$ cat src/design/dmatc_pkg.sv
/*
 dmatc_pkg: shared types, region map and timing constants for the
 dma transfer-cycle sequencer.
 assumes a 32-bit byte address space and one core clock domain.
*/
package dmatc_pkg;

   // ------------------------------------------------------------
   // widths and codes
   // ------------------------------------------------------------
   localparam int ADDR_W = 32;
   localparam int DATA_W = 32;

   typedef enum logic [1:0] {
      UNIT_8 = 2'h0,
      UNIT_16 = 2'h1,
      UNIT_32 = 2'h2
   } dmatc_unit_e;

   typedef enum logic [1:0] {
      RK_NONE = 2'h0,
      RK_FLASH = 2'h1,
      RK_RAM = 2'h2,
      RK_SFR = 2'h3
   } dmatc_kind_e;

   // ------------------------------------------------------------
   // access timing
   // ------------------------------------------------------------
   localparam logic [2:0] FLASH_HIT_ACC = 3'h2;
   localparam logic [2:0] RAM_SEQ_ACC = 3'h2;
   localparam logic [2:0] SFR_SEQ_ADD = 3'h1;
   localparam logic [2:0] UNIT8_BYTES = 3'h1;
   localparam logic [2:0] UNIT16_BYTES = 3'h2;
   localparam logic [2:0] UNIT32_BYTES = 3'h4;

   // ------------------------------------------------------------
   // region map
   // ------------------------------------------------------------
   typedef struct packed {
      logic [ADDR_W-1:0] lo;
      logic [ADDR_W-1:0] hi;
      dmatc_kind_e kind;
      logic [1:0] wlog;
      logic [2:0] acc;
      logic pclk;
      logic phase;
   } dmatc_region_s;

   localparam int NUM_REGIONS = 13;

   localparam dmatc_region_s REGION_TABLE [NUM_REGIONS] = '{
      '{32'h00000000, 32'h0000001f, RK_SFR, 2'h1, 3'h3, 1'b1, 1'b0},
      '{32'h00000020, 32'h000003ff, RK_SFR, 2'h1, 3'h2, 1'b1, 1'b0},
      '{32'h00000400, 32'h0003ffff, RK_RAM, 2'h3, 3'h1, 1'b0, 1'b0},
      '{32'h00040000, 32'h00041fff, RK_SFR, 2'h1, 3'h2, 1'b1, 1'b0},
      '{32'h00042000, 32'h00043fff, RK_SFR, 2'h2, 3'h2, 1'b1, 1'b0},
      '{32'h00044000, 32'h000440df, RK_SFR, 2'h1, 3'h2, 1'b1, 1'b1},
      '{32'h000440e0, 32'h000443ff, RK_SFR, 2'h1, 3'h3, 1'b1, 1'b1},
      '{32'h00044400, 32'h00045fff, RK_SFR, 2'h1, 3'h2, 1'b1, 1'b1},
      '{32'h00046000, 32'h000467ff, RK_SFR, 2'h2, 3'h3, 1'b1, 1'b1},
      '{32'h00046800, 32'h00047fff, RK_SFR, 2'h2, 3'h2, 1'b1, 1'b1},
      '{32'h00048000, 32'h0004ffff, RK_SFR, 2'h3, 3'h2, 1'b0, 1'b0},
      '{32'h00060000, 32'h00061fff, RK_NONE, 2'h3, 3'h5, 1'b0, 1'b0},
      '{32'hffe00000, 32'hffffffff, RK_FLASH, 2'h3, 3'h3, 1'b0, 1'b0}
   };

   // unmapped space: 64-bit, one core cycle
   localparam dmatc_region_s DEFAULT_REGION =
      '{32'h00000000, 32'h00000000, RK_NONE, 2'h3, 3'h1, 1'b0, 1'b0};

   function automatic dmatc_region_s region_of(logic [ADDR_W-1:0] a);
      dmatc_region_s r;
      r = DEFAULT_REGION;
      for (int i = 0; i < NUM_REGIONS; i++) begin
         if (a >= REGION_TABLE[i].lo && a <= REGION_TABLE[i].hi) begin
            r = REGION_TABLE[i];
         end
      end
      return r;
   endfunction

   // ------------------------------------------------------------
   // carriers
   // ------------------------------------------------------------
   typedef struct packed {
      logic [ADDR_W-1:0] src;
      logic [ADDR_W-1:0] dst;
      dmatc_unit_e unit;
      logic [15:0] count;
   } dmatc_req_s;

   typedef struct packed {
      logic valid;
      logic wr;
      logic [ADDR_W-1:0] addr;
      logic [2:0] nbytes;
      logic [DATA_W-1:0] wdata;
      logic last;
   } dmatc_bus_s;

endpackage

$ cat src/design/dmatc_transfer_timing.sv
/*
 dmatc_transfer_timing: runs one dma transfer as a source read and a
 destination write, split into bus cycles and timed per region.
 assumes pclk_tick_i is a one-cycle pulse on the core clock marking each
 peripheral bus clock edge, and rdata_i carries the bytes of the current
 bus cycle in its low lanes on the last cycle of that bus cycle.
*/
`timescale 1ns/100ps
// How it works
// - each transfer reads source, then writes destination
// - bus cycles follow addresses and target bus
// - unit crossing a bus slot gets extra cycles
// - 32-bit over 8-bit bus: four byte cycles
// - 32-bit at 4n+1 on 16-bit: three cycles
// - 32-bit at 4n+3 on 16-bit: three cycles
// - each region has own bus width
// - latency counted in region's own clock
// - flash same page two, else three cycles
// - ram write after write, read after write: two
// - back-to-back register accesses add one cycle
// - upper peripheral regions may add one phase cycle
// - total equals read plus write cycles plus one
// - extra cycle decrements the transfer count
// - at least one bus cycle each side
// - source and destination each timed by own region and the access before
module dmatc_transfer_timing #(
   parameter int PAGE_LOG2 = 5,
   parameter int COUNT_W = 16,
   parameter int CYC_W = 8
) (
   // clock and reset
   input wire logic core_clk_i,
   input wire logic rst_i,
   // transfer request
   input wire logic req_valid_i,
   input wire dmatc_pkg::dmatc_req_s req_i,
   output logic req_ready_o,
   // peripheral bus clock phase
   input wire logic pclk_tick_i,
   // bus cycles
   output dmatc_pkg::dmatc_bus_s bus_o,
   input wire logic [31:0] rdata_i,
   // completion
   output logic done_o,
   output logic [COUNT_W-1:0] count_o,
   output logic [CYC_W-1:0] cycles_o
);

   // ------------------------------------------------------------
   // parameter check
   // ------------------------------------------------------------
   if (PAGE_LOG2 < 3 || PAGE_LOG2 > 20 || COUNT_W != 16 || CYC_W < 5) begin : g_param_check
      $error("dmatc_transfer_timing: unsupported parameters");
   end

   // ------------------------------------------------------------
   // state
   // ------------------------------------------------------------
   typedef enum logic [1:0] {
      ST_IDLE = 2'b00,
      ST_READ = 2'b01,
      ST_WRITE = 2'b10,
      ST_DEC = 2'b11
   } dmatc_state_e;

   dmatc_state_e state_q;
   logic [31:0] dst_q;
   logic [2:0] unit_bytes_q;
   logic [31:0] cur_addr_q;
   logic [2:0] left_q;
   logic [1:0] off_q;
   logic [31:0] data_q;
   logic [2:0] cnt_q;
   logic aligned_q;
   logic [COUNT_W-1:0] count_q;
   logic [CYC_W-1:0] cyc_q;
   logic [CYC_W-1:0] cycles_q;
   logic done_q;

   // access history for latency rules
   logic hist_valid_q;
   dmatc_pkg::dmatc_kind_e hist_kind_q;
   logic hist_wr_q;
   logic [31:0] hist_addr_q;

   // ------------------------------------------------------------
   // helpers
   // ------------------------------------------------------------
   function automatic logic [2:0] unit_bytes(dmatc_pkg::dmatc_unit_e u);
      logic [2:0] b;
      b = dmatc_pkg::UNIT8_BYTES;
      unique case (u)
         dmatc_pkg::UNIT_8: b = dmatc_pkg::UNIT8_BYTES;
         dmatc_pkg::UNIT_16: b = dmatc_pkg::UNIT16_BYTES;
         dmatc_pkg::UNIT_32: b = dmatc_pkg::UNIT32_BYTES;
         default: b = dmatc_pkg::UNIT8_BYTES;
      endcase
      return b;
   endfunction

   function automatic logic [31:0] byte_mask(logic [2:0] n);
      logic [31:0] m;
      m = 32'h00000000;
      for (int i = 0; i < 4; i++) begin
         if (3'(i) < n) begin
            m[i*8 +: 8] = 8'hff;
         end
      end
      return m;
   endfunction

   // ------------------------------------------------------------
   // current bus cycle: region, size, latency
   // ------------------------------------------------------------
   dmatc_pkg::dmatc_region_s region;
   logic [2:0] chunk;
   logic last_chunk;
   logic in_bus;
   logic is_write;
   logic [2:0] lat;
   logic unit_tick;
   logic counting;
   logic acc_end;
   logic page_hit;

   assign in_bus = (state_q == ST_READ) || (state_q == ST_WRITE);
   assign is_write = (state_q == ST_WRITE);

   always_comb begin
      region = dmatc_pkg::region_of(cur_addr_q);
   end

   dmatc_split u_split (
      .addr_i(cur_addr_q),
      .left_i(left_q),
      .wlog_i(region.wlog),
      .chunk_o(chunk),
      .last_o(last_chunk)
   );

   assign page_hit = hist_valid_q && (hist_kind_q == dmatc_pkg::RK_FLASH) &&
      ((hist_addr_q >> PAGE_LOG2) == (cur_addr_q >> PAGE_LOG2));

   // access cycles of this bus cycle, in the region's clock
   always_comb begin
      lat = region.acc;
      unique case (region.kind)
         dmatc_pkg::RK_FLASH: begin
            if (page_hit) begin
               lat = dmatc_pkg::FLASH_HIT_ACC;
            end
         end
         dmatc_pkg::RK_RAM: begin
            if (hist_valid_q && hist_kind_q == dmatc_pkg::RK_RAM && hist_wr_q) begin
               lat = dmatc_pkg::RAM_SEQ_ACC;
            end
         end
         dmatc_pkg::RK_SFR: begin
            if (hist_valid_q && hist_kind_q == dmatc_pkg::RK_SFR) begin
               lat = region.acc + dmatc_pkg::SFR_SEQ_ADD;
            end
         end
         dmatc_pkg::RK_NONE: begin
            lat = region.acc;
         end
      endcase
   end

   // regions with pclk set count peripheral clock edges
   assign unit_tick = region.pclk ? pclk_tick_i : 1'b1;
   assign counting = !region.phase || aligned_q;
   assign acc_end = in_bus && unit_tick && counting &&
      (cnt_q == lat - 3'h1);

   // ------------------------------------------------------------
   // bus outputs
   // ------------------------------------------------------------
   always_comb begin
      bus_o.valid = in_bus;
      bus_o.wr = is_write;
      bus_o.addr = cur_addr_q;
      bus_o.nbytes = chunk;
      bus_o.wdata = data_q;
      bus_o.last = acc_end;
   end

   assign req_ready_o = (state_q == ST_IDLE);
   assign done_o = done_q;
   assign count_o = count_q;
   assign cycles_o = cycles_q;

   // ------------------------------------------------------------
   // sequence
   // ------------------------------------------------------------
   always_ff @(posedge core_clk_i or posedge rst_i) begin
      if (rst_i) begin
         state_q <= ST_IDLE;
      end else begin
         unique case (state_q)
            ST_IDLE: begin
               if (req_valid_i) begin
                  state_q <= ST_READ;
               end
            end
            ST_READ: begin
               if (acc_end && last_chunk) begin
                  state_q <= ST_WRITE;
               end
            end
            ST_WRITE: begin
               if (acc_end && last_chunk) begin
                  state_q <= ST_DEC;
               end
            end
            ST_DEC: begin
               state_q <= ST_IDLE;
            end
         endcase
      end
   end

   // request capture
   always_ff @(posedge core_clk_i or posedge rst_i) begin
      if (rst_i) begin
         dst_q <= 32'h00000000;
         unit_bytes_q <= dmatc_pkg::UNIT8_BYTES;
      end else if (req_valid_i && req_ready_o) begin
         dst_q <= req_i.dst;
         unit_bytes_q <= unit_bytes(req_i.unit);
      end
   end

   // ------------------------------------------------------------
   // address walk
   // ------------------------------------------------------------
   always_ff @(posedge core_clk_i or posedge rst_i) begin
      if (rst_i) begin
         cur_addr_q <= 32'h00000000;
         left_q <= 3'h0;
         off_q <= 2'h0;
      end else if (req_valid_i && req_ready_o) begin
         cur_addr_q <= req_i.src;
         left_q <= unit_bytes(req_i.unit);
         off_q <= 2'h0;
      end else if (acc_end) begin
         if (last_chunk && state_q == ST_READ) begin
            cur_addr_q <= dst_q;
            left_q <= unit_bytes_q;
            off_q <= 2'h0;
         end else begin
            cur_addr_q <= cur_addr_q + {29'h0, chunk};
            left_q <= left_q - chunk;
            off_q <= off_q + chunk[1:0];
         end
      end
   end

   // ------------------------------------------------------------
   // access latency counter
   // ------------------------------------------------------------
   always_ff @(posedge core_clk_i or posedge rst_i) begin
      if (rst_i) begin
         cnt_q <= 3'h0;
         aligned_q <= 1'b0;
      end else if (!in_bus || acc_end) begin
         cnt_q <= 3'h0;
         aligned_q <= 1'b0;
      end else if (unit_tick) begin
         if (counting) begin
            cnt_q <= cnt_q + 3'h1;
         end else begin
            aligned_q <= 1'b1;
         end
      end
   end

   // ------------------------------------------------------------
   // data: assemble on read, shift out on write
   // ------------------------------------------------------------
   always_ff @(posedge core_clk_i or posedge rst_i) begin
      if (rst_i) begin
         data_q <= 32'h00000000;
      end else if (req_valid_i && req_ready_o) begin
         data_q <= 32'h00000000;
      end else if (acc_end && state_q == ST_READ) begin
         data_q <= data_q | ((rdata_i & byte_mask(chunk)) << {off_q, 3'b000});
      end else if (acc_end && state_q == ST_WRITE) begin
         data_q <= data_q >> {chunk, 3'b000};
      end
   end

   // ------------------------------------------------------------
   // access history
   // ------------------------------------------------------------
   always_ff @(posedge core_clk_i or posedge rst_i) begin
      if (rst_i) begin
         hist_valid_q <= 1'b0;
         hist_kind_q <= dmatc_pkg::RK_NONE;
         hist_wr_q <= 1'b0;
         hist_addr_q <= 32'h00000000;
      end else if (acc_end) begin
         hist_valid_q <= 1'b1;
         hist_kind_q <= region.kind;
         hist_wr_q <= is_write;
         hist_addr_q <= cur_addr_q;
      end
   end

   // ------------------------------------------------------------
   // cycle count and transfer count
   // ------------------------------------------------------------
   always_ff @(posedge core_clk_i or posedge rst_i) begin
      if (rst_i) begin
         cyc_q <= '0;
      end else if (req_valid_i && req_ready_o) begin
         cyc_q <= '0;
      end else if (in_bus) begin
         cyc_q <= cyc_q + CYC_W'(1);
      end
   end

   always_ff @(posedge core_clk_i or posedge rst_i) begin
      if (rst_i) begin
         cycles_q <= '0;
      end else if (state_q == ST_DEC) begin
         cycles_q <= cyc_q + CYC_W'(1);
      end
   end

   always_ff @(posedge core_clk_i or posedge rst_i) begin
      if (rst_i) begin
         count_q <= '0;
      end else if (req_valid_i && req_ready_o) begin
         count_q <= req_i.count;
      end else if (state_q == ST_DEC) begin
         count_q <= count_q - COUNT_W'(1);
      end
   end

   always_ff @(posedge core_clk_i or posedge rst_i) begin
      if (rst_i) begin
         done_q <= 1'b0;
      end else begin
         done_q <= (state_q == ST_DEC);
      end
   end

endmodule

$ cat src/design/dmatc_split.sv
/*
 dmatc_split: sizes one bus cycle of a transfer unit.
 assumes wlog_i gives the bus width as log2 of its byte count.
*/
`timescale 1ns/100ps
module dmatc_split (
   // current position
   input wire logic [31:0] addr_i,
   input wire logic [2:0] left_i,
   input wire logic [1:0] wlog_i,
   // this bus cycle
   output logic [2:0] chunk_o,
   output logic last_o
);

   logic [3:0] width;
   logic [3:0] room;

   // bytes up to the next slot boundary of the target bus
   always_comb begin
      width = 4'h1 << wlog_i;
      room = width - {1'b0, addr_i[2:0] & 3'(width - 4'h1)};
      if ({1'b0, left_i} <= room) begin
         chunk_o = left_i;
      end else begin
         chunk_o = room[2:0];
      end
      last_o = (chunk_o == left_i);
   end

endmodule

$ cat config.mk
export PLATFORM = sky130hd
export DESIGN_NAME = dmatc_transfer_timing
export DESIGN_NICKNAME = d
export VERILOG_FILES = /design/src/design/dmatc_pkg.sv /design/src/design/dmatc_transfer_timing.sv /design/src/design/dmatc_split.sv
export SDC_FILE = /design/constraint.sdc
export NUM_CORES = 1
export LEC_CHECK = 0
export BUFFER_PORTS_ARGS = -buffer_cell sky130_fd_sc_hd__buf_2
export CORE_MARGIN = 2
export CORE_UTILIZATION = 60
export CTS_BUF_LIST = sky130_fd_sc_hd__clkbuf_4 sky130_fd_sc_hd__clkbuf_8
export CTS_CLUSTER_DIAMETER = 150
export DETAILED_ROUTE_END_ITERATION = 8
export GPL_TIMING_DRIVEN = 0
export PLACE_DENSITY = 0.86
export SETUP_SLACK_MARGIN = 0.3
export SYNTH_ARGS = -nofsm -noshare
export SYNTH_HDL_FRONTEND = slang
export SYNTH_SLANG_ARGS = --single-unit
$ cat constraint.sdc
create_clock -name core_clk_i -period 18.8 [get_ports core_clk_i]
set_clock_uncertainty 0.2 [all_clocks]
set_input_delay 1.88 -clock core_clk_i [delete_from_list [all_inputs] [get_ports core_clk_i]]
set_output_delay 1.88 -clock core_clk_i [all_outputs]
set_load 0.01 [all_outputs]
==> results.ini <==
[pwr]
p_leak_nw=6.10
ir_drop_mv=0.116
power_density_nw_per_um2=217
power.total_mw=2.77

[routing]
ant_nets=0
dr.pass1.iters=5
vias_per_cell=6.47
first_iter_violations=1419
vias=11500
wl_per_cell_microns=21.5
wl_microns=38300
drc=0

[synth]
synth.top_cells.by_area=dfrtp_1 40%, nand2_1 9.4%, a21oi_1 2.7%
syn_nets=1448
synth.most_common_cell=nand2_1
synth_area_sq_um=11000
synth_top_area_share=0.395
synthCells=1306
avgSynthCellArea_sq_um=8.39
yosysUniqueCellTypes=79
synth_edf_count=0
synth_area_leader_cell=dfrtp_1
yosysSeqAreaShare=0.398
ys_async_sr_fraction=1.00
ys_ff_latch=174
synth_warnings=0
synthFlopType=dfrtp_1
synthTopCellsByCount=275 x nand2_1, 173 x dfrtp_1, 80 x nor2_1

[floorplanning]
die_h_microns=139
fp.dieArea_sq_um=19400
num_rows=49
initial_core_util=0.610
io_pins=214
die_x_microns=139
core_sq_um=18000

[sta]
fin_crit_ns=8.45
slew_viol_final=0
setup_viol=0
setup_ws_ns=10.35
rsz0062_at_grt=false
slew_headroom=0.201
hold_viol_final=0
tightestPinTransition_ns=1.19
maxClockFrequency_mhz=118
fin_crit_sh=0.450
setup_tns_ns=0

[global_route]
grt_max_degree=104
gr-total-overflow=0
grt_pass1_vias=10900
antenna_found_initial=0
grt_usage=0.394
grt_pass1_wl_microns=59800

[placed_design]
place_ws_ns=10.83
io_buffers=213
place_inst=1749
dp_hpwl_microns=28400
gp_congestion=0.994
placed_area_sq_um=12300

[setup_path]
crit_path_top_delay_cell=mux2i_1
r2r_cells=26
critPathArrivalTime_ns=8.63
crit_type=reg -> reg
cp.required_ns=18.98
cp_common_cell=ha_1
worstPathMaxFanout=10
crit_path_max_incr_delay_ns=0.92
worstSetupEndpointType=register
critPathLaunchType=register

[cts]
cts_tree=yes
clock-sinks=174
hold_buffers=0
cts_buffers=17
cts-root-buf=clkbuf_8
clock_latency_ns=0.48
clkTransAtPathRegs_ns=0.11
cts_resized=0
cts_post_setup_buffers_inserted=0
htree_levels=4
clock_path_buffers=2

[final_layout]
antennaDiodeCount=0
final_area_sq_um=12700
final_cells=1781
layout-drive-gt1-share=0.202
nFillCells=1497
syn_to_final_growth_pct=16.4
layout.nets=1681

[run]
drv_cap=0

[worst_hold_path]
whs_path_depth=2
hold_path_class=reg -> reg

[run_status]
status=complete, no violations

## routing by layer
layer	vias up	wire, microns	GRT usage	part of all wire
li1	5126	-	-	-
met1	5445	15500	0.561	0.40
met2	805	16700	0.578	0.44
met3	142	4480	0.0929	0.12
met4	0	1610	0.169	0.042
met5	-	0	0	0
## worst paths after layout
| check | start | to | slack [ns] |
|---|---|---|---|
| worst max register to register | cur_addr_q[26] | cur_addr_q[29] | 10.35 |
| min in group asynchronous | rst_i | hist_addr_q[11] | 1.23 |
| worst min register to register | unit_bytes_q[0] | unit_bytes_q[0] | 0.28 |
| max in group asynchronous | rst_i | unit_bytes_q[2] | 16.24 |
| worst min-delay path | unit_bytes_q[0] | unit_bytes_q[0] | 0.28 |
| worst max-delay path | cur_addr_q[26] | cur_addr_q[29] | 10.35 |
## stage by stage
step                      hold WS [ns]   util
after CTS                        0.282  0.709
final                            0.282  0.709
after floorplan                  0.237      -
after global placement           0.251  0.685
after detailed placement         0.266  0.687
after global routing             0.305  0.709
## power breakdown
part | switching [mW] | internal [mW]
clock network | 0.164 | 0.112
registers | 0.178 | 0.546
logic | 1.15 | 0.616
total | 1.49 | 1.27
## sequential cells by signal (all words and copies together) (netlist names), 8 cells and up
name,cells
data_q,32
dst_q,32
cur_addr_q,32
count_o,16
hist_addr_q,27
cycles_o,8
cyc_q,8
## kinds of logic (layout without fill, tap and decap cells)
| family | Yosys count | after routing | synth area share |
|---|---|---|---|
| buf+inv | 155 | 401 | 0.0587 |
| simple gates | 538 | 538 | 0.227 |
| mux | 26 | 26 | 0.0250 |
| compound gates | 325 | 325 | 0.210 |
| fa+ha+maj | 24 | 24 | 0.0288 |
| flops | 174 | 174 | 0.398 |
| xor+xnor | 64 | 64 | 0.0524 |
## layout by cell type (no fill, tap or decap), types with 10 or more instances in the layout
master / n
inv_1: 53
nor4_1: 14
a31o_2: 10
a2111oi_0: 26
nand3_1: 21
nand4_1: 16
ha_1: 22
dfrtp_1: 173
xnor2_1: 29
o31ai_1: 13
and3_1: 31
clkbuf_8: 17
nor2_1: 80
a311oi_1: 10
mux2i_1: 20
nand2_1: 275
buf_2: 240
o21ai_0: 60
o22ai_1: 10
nor3_1: 39
a31oi_1: 16
clkbuf_1: 59
and2_1: 11
a211oi_1: 21
a21oi_1: 60
a22o_1: 15
xor2_1: 34
## critical path: cells and delay by family, from the launching register on
family	cells	cell delay, ns
flops	1	0.41
simple gates	9	3.28
mux	1	0.92
buf+inv	4	0.94
xor+xnor	1	0.23
fa+ha+maj	3	0.94
compound gates	8	1.43
## area by class of cell
| type | instances | area, sq um | share of cell area |
|---|---|---|---|
| tap | 229 | 287 | 0.0225 |
| buffer | 100 | 437 | 0.0343 |
| clock buffer | 17 | 234 | 0.0184 |
| sequential | 174 | 4360 | 0.342 |
| timing repair buffer | 214 | 1090 | 0.0858 |
| inverter | 55 | 214 | 0.0168 |
| clock inverter | 15 | 170 | 0.0134 |
| multi-input combinational | 977 | 5950 | 0.467 |
Power figures use the tool's default switching activity.
